===== src/pkg/pfb_pkg.sv =====
// Package: timing constants, states and the cycle conversion function for the parallel flash sequencer
package pfb_pkg;

  // ----------------------------------------------------------------
  // Clock and interval units
  // ----------------------------------------------------------------
  localparam int unsigned CLK_PERIOD_PS = 8000;
  localparam int unsigned CLK_FREQ_MHZ  = 125;

  // Unit codes for setup, wait and hold figures
  typedef enum logic [1:0] {
    PFB_UNIT_NS,
    PFB_UNIT_US,
    PFB_UNIT_MS,
    PFB_UNIT_CYC
  } pfb_unit_t;

  // Default interval figures, in the default unit
  localparam int unsigned SETUP_DEFAULT = 40;
  localparam int unsigned WAIT_DEFAULT  = 160;
  localparam int unsigned HOLD_DEFAULT  = 40;
  localparam int unsigned CNT_W         = 24;

  // Default flash geometry
  localparam int unsigned FLASH_AW_DEFAULT = 22;
  localparam int unsigned FLASH_DW_DEFAULT = 16;
  localparam int unsigned HOST_DW_DEFAULT  = 32;

  // Sequencer states
  typedef enum logic [2:0] {
    PFB_IDLE,
    PFB_SETUP,
    PFB_STROBE,
    PFB_HOLD,
    PFB_DONE
  } pfb_state_t;

  // Time to whole cycles, rounding up, at least one
  function automatic int unsigned pfb_cycles(input int unsigned value, input pfb_unit_t unit);
    longint unsigned ps;
    longint unsigned cyc;
    ps  = 0;
    cyc = 0;
    case (unit)
      PFB_UNIT_NS: ps = longint'(value) * 64'd1000;
      PFB_UNIT_US: ps = longint'(value) * 64'd1000000;
      PFB_UNIT_MS: ps = longint'(value) * 64'd1000000000;
      default:     ps = 64'd0;
    endcase
    if (unit == PFB_UNIT_CYC)
    begin
      cyc = longint'(value);
    end
    else
    begin
      cyc = (ps + CLK_PERIOD_PS - 1) / CLK_PERIOD_PS;
    end
    if (cyc < 1)
    begin
      cyc = 1;
    end
    return int'(cyc);
  endfunction : pfb_cycles

endpackage : pfb_pkg


===== src/rtl/pfb_flash_seq.sv =====
// Parallel flash sequencer: host memory port to tristate flash pins
`timescale 1ns/1ns
module pfb_flash_seq #(
  parameter int unsigned      FLASH_AW  = pfb_pkg::FLASH_AW_DEFAULT,
  parameter int unsigned      FLASH_DW  = pfb_pkg::FLASH_DW_DEFAULT,
  parameter int unsigned      HOST_DW   = pfb_pkg::HOST_DW_DEFAULT,
  parameter pfb_pkg::pfb_unit_t UNIT    = pfb_pkg::PFB_UNIT_NS,
  parameter int unsigned      SETUP_VAL = pfb_pkg::SETUP_DEFAULT,
  parameter int unsigned      WAIT_VAL  = pfb_pkg::WAIT_DEFAULT,
  parameter int unsigned      HOLD_VAL  = pfb_pkg::HOLD_DEFAULT,
  parameter int unsigned      LANES     = HOST_DW / FLASH_DW,
  parameter int unsigned      LANE_W    = (LANES > 1) ? $clog2(LANES) : 1,
  parameter int unsigned      HOST_AW   = FLASH_AW + ((LANES > 1) ? $clog2(LANES) : 0)
) (
  input  wire logic                clock_in,
  input  wire logic                rstn_in,
  // Host memory port, one word per request, address in flash words
  input  wire logic                host_read_in,
  input  wire logic                host_write_in,
  input  wire logic [HOST_AW-1:0]  host_addr_in,
  input  wire logic [HOST_DW-1:0]  host_wdata_in,
  output logic                     host_waitreq_out,
  output logic                     host_rvalid_out,
  output logic [HOST_DW-1:0]       host_rdata_out,
  // Shared tristate pins plus dedicated strobes
  output logic [FLASH_AW-1:0]      flash_addr_out,
  input  wire logic [FLASH_DW-1:0] flash_data_in,
  output logic [FLASH_DW-1:0]      flash_data_out,
  output logic                     flash_data_oe_out,
  output logic                     flash_cs_n_out,
  output logic                     flash_rd_n_out,
  output logic                     flash_wr_n_out
);

  // ----------------------------------------------------------------
  // Interval counts
  // ----------------------------------------------------------------
  // Converted once at elaboration; rounding up never shortens a phase
  localparam int unsigned SETUP_CYC = pfb_pkg::pfb_cycles(SETUP_VAL, UNIT);
  localparam int unsigned WAIT_CYC  = pfb_pkg::pfb_cycles(WAIT_VAL, UNIT);
  localparam int unsigned HOLD_CYC  = pfb_pkg::pfb_cycles(HOLD_VAL, UNIT);
  localparam logic [pfb_pkg::CNT_W-1:0] SETUP_LAST = pfb_pkg::CNT_W'(SETUP_CYC - 1);
  localparam logic [pfb_pkg::CNT_W-1:0] WAIT_LAST  = pfb_pkg::CNT_W'(WAIT_CYC - 1);
  localparam logic [pfb_pkg::CNT_W-1:0] HOLD_LAST  = pfb_pkg::CNT_W'(HOLD_CYC - 1);
  localparam int unsigned LANE_LAST = LANES - 1;
  localparam int unsigned WAIT_PRE  = WAIT_CYC + 1;

  // ----------------------------------------------------------------
  // Sequencer state
  // ----------------------------------------------------------------
  pfb_pkg::pfb_state_t         state;
  pfb_pkg::pfb_state_t         next_state;
  logic [pfb_pkg::CNT_W-1:0]   cnt;
  logic [pfb_pkg::CNT_W-1:0]   next_cnt;
  logic [LANE_W-1:0]           lane;
  logic [LANE_W-1:0]           next_lane;
  logic                        is_write;
  logic                        next_is_write;
  logic [FLASH_AW-1:0]         base;
  logic [FLASH_AW-1:0]         next_base;
  logic [HOST_DW-1:0]          wbuf;
  logic [HOST_DW-1:0]          next_wbuf;
  logic [HOST_DW-1:0]          rbuf;
  logic [HOST_DW-1:0]          next_rbuf;
  logic                        rvalid;
  logic                        next_rvalid;

  // Next-state logic: one beat per flash lane, host held in wait
  always_comb
  begin
    next_state    = state;
    next_cnt      = cnt;
    next_lane     = lane;
    next_is_write = is_write;
    next_base     = base;
    next_wbuf     = wbuf;
    next_rbuf     = rbuf;
    next_rvalid   = 1'b0;
    case (state)
      pfb_pkg::PFB_IDLE:
      begin
        // Only raw transfers; command sequences come from software
        if (host_read_in || host_write_in)
        begin
          next_state    = pfb_pkg::PFB_SETUP;
          next_cnt      = '0;
          next_lane     = '0;
          next_is_write = host_write_in;
          next_base     = host_addr_in[FLASH_AW-1:0];
          next_wbuf     = host_wdata_in;
        end
      end
      pfb_pkg::PFB_SETUP:
      begin
        // Select is low, strobe waits
        if (cnt == SETUP_LAST)
        begin
          next_state = pfb_pkg::PFB_STROBE;
          next_cnt   = '0;
        end
        else
        begin
          next_cnt = cnt + 1'b1;
        end
      end
      pfb_pkg::PFB_STROBE:
      begin
        // Strobe width; data sampled in the last strobe cycle
        if (cnt == WAIT_LAST)
        begin
          next_state = pfb_pkg::PFB_HOLD;
          next_cnt   = '0;
          if (!is_write)
          begin
            next_rbuf = {flash_data_in, rbuf[HOST_DW-1:FLASH_DW]};
          end
        end
        else
        begin
          next_cnt = cnt + 1'b1;
        end
      end
      pfb_pkg::PFB_HOLD:
      begin
        // Select held after strobe release
        if (cnt == HOLD_LAST)
        begin
          next_cnt = '0;
          if (lane == LANE_W'(LANE_LAST))
          begin
            next_state  = pfb_pkg::PFB_DONE;
            next_rvalid = !is_write;
          end
          else
          begin
            // Next narrow lane, low lane first
            next_state = pfb_pkg::PFB_SETUP;
            next_lane  = lane + 1'b1;
            next_wbuf  = wbuf >> FLASH_DW;
          end
        end
        else
        begin
          next_cnt = cnt + 1'b1;
        end
      end
      pfb_pkg::PFB_DONE:
      begin
        next_state = pfb_pkg::PFB_IDLE;
      end
      default:
      begin
        next_state = pfb_pkg::PFB_IDLE;
      end
    endcase
  end

  // Registers only
  always_ff @(posedge clock_in or negedge rstn_in)
  begin
    if (!rstn_in)
    begin
      state    <= pfb_pkg::PFB_IDLE;
      cnt      <= '0;
      lane     <= '0;
      is_write <= 1'b0;
      base     <= '0;
      wbuf     <= '0;
      rbuf     <= '0;
      rvalid   <= 1'b0;
    end
    else
    begin
      state    <= next_state;
      cnt      <= next_cnt;
      lane     <= next_lane;
      is_write <= next_is_write;
      base     <= next_base;
      wbuf     <= next_wbuf;
      rbuf     <= next_rbuf;
      rvalid   <= next_rvalid;
    end
  end

  // ----------------------------------------------------------------
  // Pin and host outputs
  // ----------------------------------------------------------------
  // Pins decoded from registered state, so they are glitch free
  logic in_cycle;
  assign in_cycle          = (state == pfb_pkg::PFB_SETUP) || (state == pfb_pkg::PFB_STROBE)
                             || (state == pfb_pkg::PFB_HOLD);
  assign flash_cs_n_out    = !in_cycle;
  assign flash_rd_n_out    = !((state == pfb_pkg::PFB_STROBE) && !is_write);
  assign flash_wr_n_out    = !((state == pfb_pkg::PFB_STROBE) && is_write);
  // Data driven for the whole write select window, released otherwise
  assign flash_data_oe_out = in_cycle && is_write;
  assign flash_data_out    = wbuf[FLASH_DW-1:0];
  // Lane added to the base address, so narrow beats walk upward
  assign flash_addr_out    = (LANES > 1) ? FLASH_AW'(base + FLASH_AW'(lane)) : base;
  assign host_waitreq_out  = (state != pfb_pkg::PFB_DONE);
  assign host_rvalid_out   = rvalid;
  assign host_rdata_out    = rbuf;

  // ----------------------------------------------------------------
  // Assertions
  // ----------------------------------------------------------------
  // Phases measured on the pins, so a state slip cannot hide
  logic strobe_idle;
  assign strobe_idle = flash_rd_n_out && flash_wr_n_out;

  property p_setup_before_strobe;
    @(posedge clock_in) disable iff (!rstn_in)
    $fell(strobe_idle) |-> $past(!flash_cs_n_out && strobe_idle, SETUP_CYC);
  endproperty
  a_setup_before_strobe: assert property (p_setup_before_strobe)
    else $error("strobe asserted together with select");

  property p_strobe_width;
    @(posedge clock_in) disable iff (!rstn_in)
    $rose(strobe_idle) |->
      $past(!strobe_idle, WAIT_CYC) && $past(strobe_idle, WAIT_PRE);
  endproperty
  a_strobe_width: assert property (p_strobe_width)
    else $error("strobe left before wait count");

  property p_hold_select;
    @(posedge clock_in) disable iff (!rstn_in)
    $rose(flash_wr_n_out) |-> !flash_cs_n_out;
  endproperty
  a_hold_select: assert property (p_hold_select)
    else $error("select released with write strobe");

  property p_hold_len;
    @(posedge clock_in) disable iff (!rstn_in)
    $rose(flash_cs_n_out) |-> $past(!flash_cs_n_out && strobe_idle, HOLD_CYC);
  endproperty
  a_hold_len: assert property (p_hold_len)
    else $error("select released before hold count");

  property p_one_strobe;
    @(posedge clock_in) disable iff (!rstn_in)
    !(!flash_rd_n_out && !flash_wr_n_out);
  endproperty
  a_one_strobe: assert property (p_one_strobe)
    else $error("read and write strobe both low");

  property p_strobe_in_select;
    @(posedge clock_in) disable iff (!rstn_in)
    (!flash_rd_n_out || !flash_wr_n_out) |-> !flash_cs_n_out;
  endproperty
  a_strobe_in_select: assert property (p_strobe_in_select)
    else $error("strobe outside select");

  property p_oe_write_only;
    @(posedge clock_in) disable iff (!rstn_in)
    flash_data_oe_out |-> (is_write && !flash_cs_n_out);
  endproperty
  a_oe_write_only: assert property (p_oe_write_only)
    else $error("data driven outside write");

  property p_rvalid_after_read;
    @(posedge clock_in) disable iff (!rstn_in)
    host_rvalid_out |-> ($past(state) == pfb_pkg::PFB_HOLD && !is_write);
  endproperty
  a_rvalid_after_read: assert property (p_rvalid_after_read)
    else $error("read data without read cycle");

  property p_lane_bound;
    @(posedge clock_in) disable iff (!rstn_in)
    (state == pfb_pkg::PFB_DONE) |-> (lane == LANE_W'(LANE_LAST));
  endproperty
  a_lane_bound: assert property (p_lane_bound)
    else $error("transfer ended before all lanes");

  c_read:  cover property (@(posedge clock_in) disable iff (!rstn_in) host_rvalid_out);
  c_write: cover property (@(posedge clock_in) disable iff (!rstn_in) $rose(flash_wr_n_out));
  c_back:  cover property (@(posedge clock_in) disable iff (!rstn_in)
                           state == pfb_pkg::PFB_DONE ##2 state == pfb_pkg::PFB_SETUP);

endmodule : pfb_flash_seq


===== config.mk =====
export PLATFORM = sky130hd
export DESIGN_NAME = pfb_flash_seq
export DESIGN_NICKNAME = d
export VERILOG_FILES = /design/src/pkg/pfb_pkg.sv /design/src/rtl/pfb_flash_seq.sv
export SDC_FILE = /design/constraint.sdc
export NUM_CORES = 1
export LEC_CHECK = 0
export ABC_AREA = 1
export BUFFER_PORTS_ARGS = -buffer_cell sky130_fd_sc_hd__clkbuf_2
export CORE_MARGIN = 2
export CORE_UTILIZATION = 47
export CTS_BUF_LIST = sky130_fd_sc_hd__clkbuf_8
export CTS_CLUSTER_DIAMETER = 40
export DETAILED_ROUTE_END_ITERATION = 8
export PLACE_DENSITY = 0.72
export SYNTH_ARGS = -nofsm -noshare
export SYNTH_HDL_FRONTEND = slang
export SYNTH_SLANG_ARGS = --single-unit

===== constraint.sdc =====
create_clock -name clock_in -period 2.8 [get_ports clock_in]
set_input_delay 0.84 -clock clock_in [delete_from_list [all_inputs] [get_ports clock_in]]
set_output_delay 0.84 -clock clock_in [all_outputs]
set_load 0.05 [all_outputs]

# After elaboration in Yosys (flattened, before gate mapping)
# Index checks and enable logic that the tools add are counted.
# Widths: inputs -> output; s select.
[word_totals] out_inout_bits=76 wordCells=64 inputBits=75 regBits=116
[op_classes] n_eq_ne=11 n_mux=21 bitwise=1 addsub=3 reduce_logical=20
[ops] op="$mux 32" count=3
[ops] op="$mux 24" count=3
[ops] op="$pmux 24 s3" count=1
[ops] op="$pmux 32 s2" count=1
[ops] op="$add 24x1->24 const B" count=1
[ops] op="$eq 24x3->1 const B" count=1
[ops] op="$eq 24x5->1 const B" count=1
[ops] op="$add 22x1->22" count=1
[ops] op="$mux 3" count=5
[ops] op="$pmux 3 s4" count=1
[ops] op="$ne 2x2->1 const B" count=5
[ops] op="$reduce_and 4->1" count=2
[ops] op="$eq 3x2->1 const B" count=2
[ops] op="$mux 1" count=6
[ops] op="$reduce_and 3->1" count=2
[ops] op="$logic_not 1->1" count=4
[ops] op="$reduce_and 2->1" count=2
[ops] op="$eq 3x1->1 const B" count=1
[ops] op="$logic_and 1x1->1" count=3
[ops] op="$logic_not 3->1" count=1
[ops] op="$logic_or 1x1->1" count=3
[ops] op="$ne 3x3->1 const B" count=1
[ops] op="$reduce_bool 3->1" count=1
[ops] op="$pmux 1 s2" count=1
[ops] op="4 further kinds" count=4

# Depth between registers and ports, before layout
# Gate-level depths: netlist of the first run.
[depth] ltp_word=4 depth_mapped=11 ltp_nobuf=10

# Worst setup path after synthesis of the first run
# OpenSTA, ideal clock, no wires.
[synth_path] path_kind="register -> output" startpoint="register lane" endpoint="output flash_addr_out[16]" t_arrival_ns=2.128 stages_incl_launch_ff=8 required_ns=1.960 setup_slack_ns=-0.168 path_cell_list="dfrtp_1 ha_1 ha_1 nand3_1 nor3_4 nand3b_1 nor2_2 xor2_1"
[synth_via] elab_chain_cells=1
[synth_lines] item="from (decl)" line="pfb_flash_seq.sv:55" rtl="logic [LANE_W-1:0] lane;"
[synth_lines] item="from (signal assigned)" line="pfb_flash_seq.sv:176" rtl="lane <= next_lane;"
[synth_lines] item="$add 22x1->22" line="pfb_flash_seq.sv:199" rtl="assign flash_addr_out = (LANES > 1) ? FLASH_AW'(base + FLASH_AW'(lane)) : base;"
[synth_lines] item="to (decl)" line="pfb_flash_seq.sv:26" rtl="output logic [FLASH_AW-1:0] flash_addr_out,"
# No other way between the ends.

# Final worst setup path of the first run
[layout_path] startpoint="register base[0]" endpoint="output flash_addr_out[20]"
[layout_via] elab_chain_cells=1
[layout_lines] item="from (decl)" line="pfb_flash_seq.sv:59" rtl="logic [FLASH_AW-1:0] base;"
[layout_lines] item="from (signal assigned)" line="pfb_flash_seq.sv:178" rtl="base <= next_base;"
[layout_lines] item="$add 22x1->22" line="pfb_flash_seq.sv:199"
# No other way between the ends.

==> results of run 1 <==
==> repair_timing <==
item / CTS / global route
pin swaps: 4 / 7
gates resized for setup: 39 / 32
gates cloned: 0 / 0
setup buffers: 5 / 2
endpoints found under the setup margin: 17 / 18
==> metal layers <==
metal / part of all wire / wire length [um]
met2: 0.46 / 6468
met1: 0.45 / 6328
met4: 0.016 / 225
met3: 0.072 / 1008
met5: 0 / 0
==> final cells by class <==
cell class	instances	area [sq um]	share of cell area
well taps	172	215.2	0.02858
inverters	40	151.4	0.02011
repair buffers	167	1052	0.1397
clock buffers	22	302.8	0.04021
multi-input cells	540	2751	0.3654
flip-flops and latches	116	2905	0.3858
clock inverters	9	151.4	0.02011
==> state kept, by name, summed over array words and instances (netlist names) <==
name             count
host_rvalid_out      1
state                3
cnt                 24
wbuf                32
is_write             1
base                22
host_rdata_out      32
lane                 1
==> cell usage in the layout (no fill, tap or decap), types with 3 or more instances in the layout <==
master	count
buf_4	16
buf_6	4
buf_8	6
bufinv_16	4
clkbuf_2	132
clkbuf_8	29
dfrtp_1	114
inv_1	37
inv_2	4
mux2i_1	16
nand2_1	299
nand2_2	17
nand3_1	40
nand3b_1	8
nand4_1	4
nor2_1	58
nor2_2	4
nor2_4	7
nor3_1	6
nor3_2	4
o21ai_0	30
o21ai_2	4
xnor2_1	3
xor2_1	21
==> worst max path at each step <==
| stage | cells after the start | slack [ns] | endpoint |
|---|---|---|---|
| floorplan | 6 | 0.02 | flash_addr_out[18] |
| global placement | 9 | 0.06 | flash_addr_out[20] |
| detailed placement | 9 | -0.02 | flash_addr_out[20] |
| CTS | 10 | -0.15 | flash_addr_out[20] |
| global route | 10 | -0.24 | flash_addr_out[20] |
| finish | 10 | -0.11 | flash_addr_out[20] |
==> worst max-delay path: stages (launching register included) <==
cell	delay, ns
dfrtp_1	0.40
ha_4	0.17
ha_4	0.14
nand3_4	0.08
nor3_4	0.14
nand3b_1	0.17
nor2_4	0.17
nand2_1	0.07
nand2_1	0.08
nand2_2	0.06
buf_8	0.14
==> cells by family after synthesis <==
group / after synthesis / share of synthesized area
simple gates: 453 / 0.3219
flops: 116 / 0.4884
buf+inv: 80 / 0.07474
compound gates: 38 / 0.03684
xor+xnor: 29 / 0.04274
mux: 16 / 0.02695
fa+ha+maj: 4 / 0.008421
==> stage by stage <==
stage	power, mW	hold WS, ns	worst slack [ns]	cells	utilization
after floorplan	1.715	0.4416	0.02088	736	-
after global placement	1.810	0.4554	0.05540	1029	0.5410
after detailed placement	1.810	0.4625	-0.01638	1029	0.5410
after CTS	3.560	0.4088	-0.1470	1065	0.5942
after global routing	3.649	0.4113	-0.2372	1066	0.6040
final	3.521	0.3945	-0.1058	1066	0.6040
==> where the power goes <==
part | total, mW | switching, mW | leakage, nW | internal [mW]
clock | 1.75 | 0.666 | 0.230 | 1.08
sequential | 1.68 | 0 | 1.41 | 1.68
combinational | 0.101 | 0.0558 | 2.26 | 0.0449
==> flow_summary.json, run 1 <==
{
  "dpl-instance-area_sq_um": 6744,
  "r2r_end": "host_rdata_out[14]$_DFFE_PN0P_",
  "peakVddDrop_v": 0.0002601,
  "worst_slew_margin_rel": 0.5805,
  "setup_slack_ns": -0.1058,
  "yosys_warnings": 0,
  "drc": 0,
  "grt_start_max_net_pins": 49,
  "grt.overflow.total": 0,
  "synth.top_cell.area_share": 0.4884,
  "port_buffers": 149,
  "postSynthNetCount": 815,
  "synth_common_cells": "nand2_1, dfrtp_1, nor2_1, nand3_1, inv_1",
  "drive_above_1_share": 0.2830,
  "die_y_um": 116.5,
  "rsz0062_at_grt": "true",
  "synthArstFlopShare": 1.000,
  "fillers": 1118,
  "min_path_type": "input pin to asynchronous set/reset pin",
  "drtIter0Drc": 396,
  "clock.fmax_mhz": 344.1,
  "violations": "setup timing",
  "synth_most_common_cell": "nand2_1",
  "antenna_cells": 0,
  "ys.flop_type": "dfrtp_1",
  "hold_viol": 0,
  "tns_ns": -0.6216,
  "setup_viol": 10,
  "worst_slew_pin_slew_ns": 0.6244,
  "h-tree-depth": 4,
  "antenna_found_initial": 0,
  "ios": 151,
  "use_met1": 0.2797,
  "clk_pin_slew_ns": 0.07,
  "synth-seq-area-share": 0.4884,
  "status": "finished, violations left",
  "grt.total_usage": 0.2127,
  "required_ns": 1.96,
  "synth_cells": 736,
  "drtAntennaViolNets": 0,
  "finalCritPeriodShare": 1.038,
  "crit_start": "base[0]$_DFFE_PN0P_",
  "cts-root-buf": "clkbuf_8",
  "first_pass_iters": 5,
  "rr_worst_depth": 10,
  "p_per_area_nw_per_um2": 467.7,
  "cp-start-kind": "register",
  "grt_pass1_vias": 4868,
  "viasPerCell": 4.844,
  "finalClockSkew_ns": 0.01220,
  "fp.dieW_um": 116.5,
  "initial_core_util": 0.4768,
  "cts_tree": "yes",
  "clock-sinks": 116,
  "p_leak_nw": 3.891,
  "numCtsBuffers": 17,
  "core_area_sq_um": 12470,
  "cts_max_path_buffers": 2,
  "gr-usage-met2": 0.3287,
  "period_needed_ns": 2.906,
  "end_kind": "primary output",
  "final_cell_area_sq_um": 7530,
  "ys_ff_latch": 116,
  "grt_pass1_wl_mm": 22.55,
  "clk_latency_ns": 0.44,
  "slew_viol_final": 0,
  "vias": 5164,
  "placementRows": 41,
  "synth_cell_types": 33,
  "worstPathArrival_ns": 2.07,
  "dieArea_sq_um": 13560,
  "grt_most_used_layer": "met2",
  "syn_avg_cell_area_sq_um": 8.075,
  "max_cap_viol_count": 0,
  "syn2layout_area_growth_pct": 26.69,
  "synth_top_area_cell": "dfrtp_1",
  "ff2ff_setup_slack_ns": 0.64,
  "finalNetCount": 961,
  "ctsHoldBuffers": 0,
  "cp_max_fo": 3,
  "routabilityCongestion": 0.8310,
  "hpwl_mm": 9.953,
  "routed_wl_mm": 14.03,
  "r2r-start": "cnt[0]$_DFFE_PN0P_",
  "grt_use_met3": 0.07577,
  "syn_area_sq_um": 5943,
  "synth_area_leaders": "dfrtp_1, nand2_1, nor2_1, nand3_1, xor2_1",
  "wl_per_cell_um": 13.16,
  "synth_edf_count": 0,
  "path_class": "register to primary output"
}
Note: power is estimated with default switching activity, not from simulation.
==> run 2: changes to the inputs <==
--- a/config.mk
+++ b/config.mk
@@ -7,6 +7,7 @@
 export LEC_CHECK = 0
 export ABC_AREA = 1
 export BUFFER_PORTS_ARGS = -buffer_cell sky130_fd_sc_hd__clkbuf_2
+export CORE_ASPECT_RATIO = 0.5
 export CORE_MARGIN = 2
 export CORE_UTILIZATION = 47
 export CTS_BUF_LIST = sky130_fd_sc_hd__clkbuf_8
==> run 2 against run 1 <==
Net effect:
- the flow still finishes with violations (setup timing)
- final area rose by 0.18%
- routed wire length rose by 0.54%
- first-iteration DRC count fell by 12%
- utilization rose by 2.0 points
- critical path depth did not move
- sequential power barely moved
- critical endpoint unchanged
- combinational power barely moved
- die area rose by 0.40%
- register-to-register slack improved by 0.19 ns
- power fell by 5.4%
- clock-buffer cell count fell by 4
==> flow_summary.json, run 2 (same netlist as run 1, synthesis figures left out) <==
{
  "status": "finished, violations left",
  "violations": "setup timing",
  "drc": 0,
  "power_mw": 3.332,
  "final_common_cell": "nand2_1",
  "grt.total_usage": 0.2099,
  "port_buffers": 149,
  "setup_slack_ns": -0.1435,
  "p_leak_nw": 3.883,
  "h-tree-depth": 4,
  "finalClockSkew_ns": 0.01977,
  "pwr-share-seq": 0.502,
  "cts_tree": "yes",
  "wl_per_cell_um": 13.27,
  "first_pass_iters": 4,
  "required_ns": 1.96,
  "rsz0062_at_grt": "true",
  "clock-sinks": 116,
  "initial_core_util": 0.4917,
  "drtAntennaViolNets": 0,
  "routed_wl_mm": 14.11,
  "grt_pass1_wl_mm": 23.14,
  "tns_ns": -1.100,
  "vias": 5190,
  "cp-start-kind": "register",
  "worst_slew_pin_slew_ns": 0.5823,
  "ios": 151,
  "clock.fmax_mhz": 339.7,
  "grt_pass1_vias": 4981,
  "p_comb_frac": 0.031,
  "die_y_um": 83.52,
  "cts-root-buf": "clkbuf_8",
  "end_kind": "primary output",
  "layout_common_cells": "nand2_1, clkbuf_2, dfrtp_1",
  "clk_latency_ns": 0.42,
  "fillers": 1030,
  "finalCritPeriodShare": 1.051,
  "slew_viol_final": 0,
  "min_path_type": "input pin to asynchronous set/reset pin",
  "core_area_sq_um": 12090,
  "drive_above_1_share": 0.2973,
  "r2r-start": "cnt[0]$_DFFE_PN0P_",
  "netSwitchingFraction": 0.2371,
  "peakVddDrop_v": 0.0002514,
  "r2r_end": "cnt[12]$_DFFE_PN0P_",
  "drtIter0Drc": 348,
  "placementRows": 28,
  "period_needed_ns": 2.944,
  "antenna_cells": 0,
  "dieArea_sq_um": 13620,
  "grt.overflow.total": 0,
  "hold_viol": 0,
  "setup_viol": 10,
  "viasPerCell": 4.882,
  "max_cap_viol_count": 0,
  "cp_max_fo": 3,
  "cts_max_path_buffers": 2,
  "ctsHoldBuffers": 0,
  "final_cell_area_sq_um": 7543,
  "p_clk_frac": 0.467,
  "numCtsBuffers": 17,
  "syn2layout_area_growth_pct": 26.93,
  "worst_slew_margin_rel": 0.6088,
  "clk_pin_slew_ns": 0.07,
  "p_per_area_nw_per_um2": 441.8,
  "rr_worst_depth": 9,
  "worstPathArrival_ns": 2.10,
  "p_switching_uw": 790.2,
  "grt_start_max_net_pins": 49,
  "p_int_mw": 2.542,
  "fp.dieW_um": 163.0,
  "utilization": 0.6241,
  "finalNetCount": 964,
  "hpwl_mm": 9.826,
  "path_class": "register to primary output",
  "ff2ff_setup_slack_ns": 0.83,
  "routabilityCongestion": 0.8542,
  "antenna_found_initial": 0,
  "dpl-instance-area_sq_um": 6763
}
## run 2: area by class of cell
cell class | count | area [sq um] | share of cell area
sequential | 116 | 2905 | 0.3851
multi-input combinational | 540 | 2804 | 0.3717
timing repair buffer | 170 | 1077 | 0.1428
clock buffer | 18 | 247.7 | 0.03284
tap | 165 | 206.4 | 0.02737
clock inverter | 14 | 151.4 | 0.02007
inverter | 40 | 151.4 | 0.02007
## run 2: critical path: stages, from the launching register on
cell and delay (ns):
dfrtp_1 0.40, ha_4 0.16, ha_4 0.14, nand3_4 0.09, nor3_4 0.18, nand3b_1 0.19
nor2_4 0.19, nand2_2 0.07, nand2_2 0.07, nand2_2 0.07, buf_12 0.15
## run 2: metrics by stage
| step | hold slack [ns] | worst slack (ns) | std cells |
|---|---|---|---|
| after floorplan | 0.4416 | 0.02088 | 736 |
| after global placement | 0.4539 | 0.1218 | 1022 |
| after detailed placement | 0.4588 | 0.07541 | 1022 |
| after CTS | 0.3370 | -0.1696 | 1058 |
| after global routing | 0.3406 | -0.3041 | 1063 |
| final | 0.3416 | -0.1435 | 1063 |
## run 2: per-layer routing
layer	up-vias	wire length [um]	track usage
li1	2587	-	-
met1	2454	6535	0.2773
met2	130	6813	0.3509
met3	19	559	0.03875
met4	0	197	0.06919
met5	-	0	0
## run 2: power groups by stage
stage,clock (mW),sequential (mW),combinational [mW]
6_report,1.56,1.67,0.102
5_1_grt,1.67,1.67,0.115
4_1_cts,1.59,1.67,0.105
3_5_place_dp,0,1.71,0.105
3_3_place_gp,0,1.71,0.104
2_1_floorplan,0,1.71,0.00770
## run 2: timing repair
| action | 4_1_cts | 5_1_grt |
|---|---|---|
| setup buffers | 4 | 5 |
| pin swaps | 4 | 9 |
| resized for setup | 40 | 47 |
| setup endpoints to repair | 15 | 16 |
| hold endpoints to repair | 0 | 0 |
## run 2: how the worst max path moves through the flow
stage / from / endpoint / slack, ns / cells after the start
after global placement: lane$_DFFE_PN0P_ / flash_addr_out[16] / 0.12 / 8
after floorplan: lane$_DFFE_PN0P_ / flash_addr_out[18] / 0.02 / 6
final: base[0]$_DFFE_PN0P_ / flash_addr_out[20] / -0.14 / 10
after detailed placement: lane$_DFFE_PN0P_ / flash_addr_out[16] / 0.08 / 8
after CTS: lane$_DFFE_PN0P_ / flash_addr_out[20] / -0.17 / 10
after global routing: base[0]$_DFFE_PN0P_ / flash_addr_out[20] / -0.30 / 9
==> run 3: changes to the inputs <==
--- a/config.mk
+++ b/config.mk
@@ -5,7 +5,6 @@
 export SDC_FILE = /design/constraint.sdc
 export NUM_CORES = 1
 export LEC_CHECK = 0
-export ABC_AREA = 1
 export BUFFER_PORTS_ARGS = -buffer_cell sky130_fd_sc_hd__clkbuf_2
 export CORE_ASPECT_RATIO = 0.5
 export CORE_MARGIN = 2
@@ -13,7 +12,7 @@
 export CTS_BUF_LIST = sky130_fd_sc_hd__clkbuf_8
 export CTS_CLUSTER_DIAMETER = 40
 export DETAILED_ROUTE_END_ITERATION = 8
-export PLACE_DENSITY = 0.72
+export PLACE_DENSITY = 0.73
 export SYNTH_ARGS = -nofsm -noshare
 export SYNTH_HDL_FRONTEND = slang
 export SYNTH_SLANG_ARGS = --single-unit
==> run 3 against run 2 <==
Net effect:
- final area down 2.0%
- die area fell by 5.9%
- flip-flop and latch count unchanged
- power down 0.63%
- combinational power is 4% lower
- utilization up 0.77 points
- the flow still finishes with violations (setup timing)
- register-to-register slack got worse by 0.40 ns
- critical endpoint is now flash_addr_out[14]
==> flow_summary.json, run 3 <==
{
  "status": "finished, violations left",
  "violations": "setup timing",
  "worst_slew_margin_rel": 0.5297,
  "hold_viol": 0,
  "grt.total_usage": 0.1980,
  "syn2layout_area_growth_pct": 32.49,
  "core_area_sq_um": 11700,
  "viasPerCell": 5.294,
  "cts_max_path_buffers": 2,
  "clock.fmax_mhz": 337.7,
  "slew_viol_final": 0,
  "clk_pin_slew_ns": 0.09,
  "max_cap_viol_count": 0,
  "rsz0062_at_grt": "true",
  "peakVddDrop_v": 0.0002988,
  "layout_common_cells": "clkbuf_2, dfrtp_1, mux2_2",
  "ys_ff_latch": 116,
  "antenna_cells": 0,
  "p_leak_nw": 3.744,
  "synth_most_common_cell": "dfrtp_1",
  "grt_pass1_vias": 4160,
  "synth_cell_types": 52,
  "utilization": 0.6318,
  "initial_core_util": 0.4769,
  "required_ns": 1.96,
  "placementRows": 28,
  "wl_per_cell_um": 15.30,
  "grt_start_max_net_pins": 53,
  "final_common_cell": "clkbuf_2",
  "setup_slack_ns": -0.1614,
  "finalClockSkew_ns": 0.01339,
  "power_mw": 3.312,
  "synthArstFlopShare": 1.000,
  "hpwl_mm": 8.815,
  "ys.flop_type": "dfrtp_1",
  "synth.top_cell.area_share": 0.5202,
  "setup_viol": 10,
  "drtAntennaViolNets": 0,
  "synth_area_leaders": "dfrtp_1, mux2_2, o21ai_0, a22o_1, mux2i_1",
  "die_y_um": 81.05,
  "min_path_type": "input pin to asynchronous set/reset pin",
  "h-tree-depth": 4,
  "synth_cells": 497,
  "numCtsBuffers": 17,
  "synth_top_area_cell": "dfrtp_1",
  "postSynthNetCount": 576,
  "routed_wl_mm": 12.73,
  "ff2ff_setup_slack_ns": 0.43,
  "drtIter0Drc": 279,
  "period_needed_ns": 2.961,
  "worstPathArrival_ns": 2.12,
  "finalNetCount": 733,
  "fin_cells": 832,
  "fillers": 951,
  "worst_slew_pin_slew_ns": 0.7055,
  "antenna_found_initial": 0,
  "vias": 4405,
  "dieArea_sq_um": 12810,
  "port_buffers": 149,
  "cp_max_fo": 5,
  "drive_above_1_share": 0.4693,
  "r2r-start": "cnt[8]$_DFFE_PN0P_",
  "ios": 151,
  "first_pass_iters": 5,
  "whs_ns": 0.4565,
  "finalCritPeriodShare": 1.058,
  "final_cell_area_sq_um": 7393,
  "path_class": "register to primary output",
  "ctsHoldBuffers": 0,
  "cts-root-buf": "clkbuf_8",
  "clock-sinks": 116,
  "grt.overflow.total": 0,
  "p_per_area_nw_per_um2": 447.9,
  "synth_common_cells": "dfrtp_1, mux2_2, nand2_1, o21ai_0, nand3_1",
  "dpl-instance-area_sq_um": 6611,
  "syn_avg_cell_area_sq_um": 11.23,
  "clk_latency_ns": 0.43,
  "routabilityCongestion": 0.8073,
  "yosys_warnings": 0,
  "synth_edf_count": 0,
  "place_inst": 793,
  "syn_area_sq_um": 5580,
  "r2r_end": "wbuf[20]$_DFFE_PN0P_",
  "cp-start-kind": "register",
  "rr_worst_depth": 6,
  "synth-seq-area-share": 0.5202,
  "cts_tree": "yes",
  "drc": 0,
  "end_kind": "primary output",
  "fp.dieW_um": 158.1,
  "grt_pass1_wl_mm": 20.03
}
==> run 3: worst max-delay path, cell delays in order, from the launching register on <==
cell and delay, ns:
dfrtp_1 0.39, and3_4 0.24, nand2_8 0.08, nor3_4 0.21, buf_6 0.13, and3_4 0.19, nand3_2 0.09, xnor2_2 0.19
buf_8 0.17
==> run 3: power breakdown <==
| part | switching (mW) | internal [mW] | total, mW |
|---|---|---|---|
| clock network | 0.797 | 0.742 | 1.54 |
| registers | 0 | 1.67 | 1.67 |
| logic | 0.0509 | 0.0472 | 0.0981 |
| total | 0.848 | 2.46 | 3.31 |
==> run 3: through the flow <==
| step | setup WS, ns | TNS, ns |
|---|---|---|
| finish | -0.1614 | -0.8893 |
| global route | -0.2743 | -2.311 |
| CTS | -0.1928 | -1.324 |
| detailed placement | -0.01730 | -0.01730 |
| global placement | 0.05810 | 0 |
| floorplan | -0.05282 | -0.05282 |
==> run 3: what timing repair did <==
item                       in CTS  in global routing
gates resized for setup        51                 33
pin swaps                       3                  8
setup buffers                   3                  4
setup endpoints to repair      13                 15
==> run 3: logic make-up after synthesis <==
| kind of cell | synth area share |
|---|---|
| xor gates and xnor gates | 0.03296 |
| muxes | 0.1377 |
| DFF | 0.5202 |
| AOI/OAI and AO/OA | 0.1186 |
| adders and majority gates | 0.008969 |
| and+or+nand+nor | 0.1321 |
| buffers and inverters | 0.04955 |
==> run 3: routing by layer <==
metal | share of wire | GRT usage | vias up
met1 | 0.44 | 0.2645 | 2187
met4 | 0.010 | 0.06126 | 0
li1 | - | - | 2104
met3 | 0.044 | 0.04589 | 16
met2 | 0.50 | 0.3252 | 98
met5 | 0 | 0 | -
==> run 3: worst max path at each step <==
stage,from,end,slack (ns),cells after the start
2_1_floorplan,lane$_DFFE_PN0P_,flash_addr_out[14],-0.05,7
3_3_place_gp,lane$_DFFE_PN0P_,flash_addr_out[20],0.06,8
3_5_place_dp,lane$_DFFE_PN0P_,flash_addr_out[18],-0.02,8
4_1_cts,base[0]$_DFFE_PN0P_,flash_addr_out[14],-0.19,9
5_1_grt,base[10]$_DFFE_PN0P_,flash_addr_out[21],-0.27,6
6_report,base[5]$_DFFE_PN0P_,flash_addr_out[14],-0.16,8
==> run 3: cell type report <==
| type | instances | area (sq um) | share of cell area |
|---|---|---|---|
| timing repair buffer | 178 | 1152 | 0.1559 |
| clock buffer | 17 | 234.0 | 0.03165 |
| clock inverter | 15 | 158.9 | 0.02149 |
| multi-input combinational | 329 | 2693 | 0.3642 |
| tap | 165 | 206.4 | 0.02792 |
| sequential | 116 | 2904 | 0.3928 |
| inverter | 12 | 45.04 | 0.006092 |
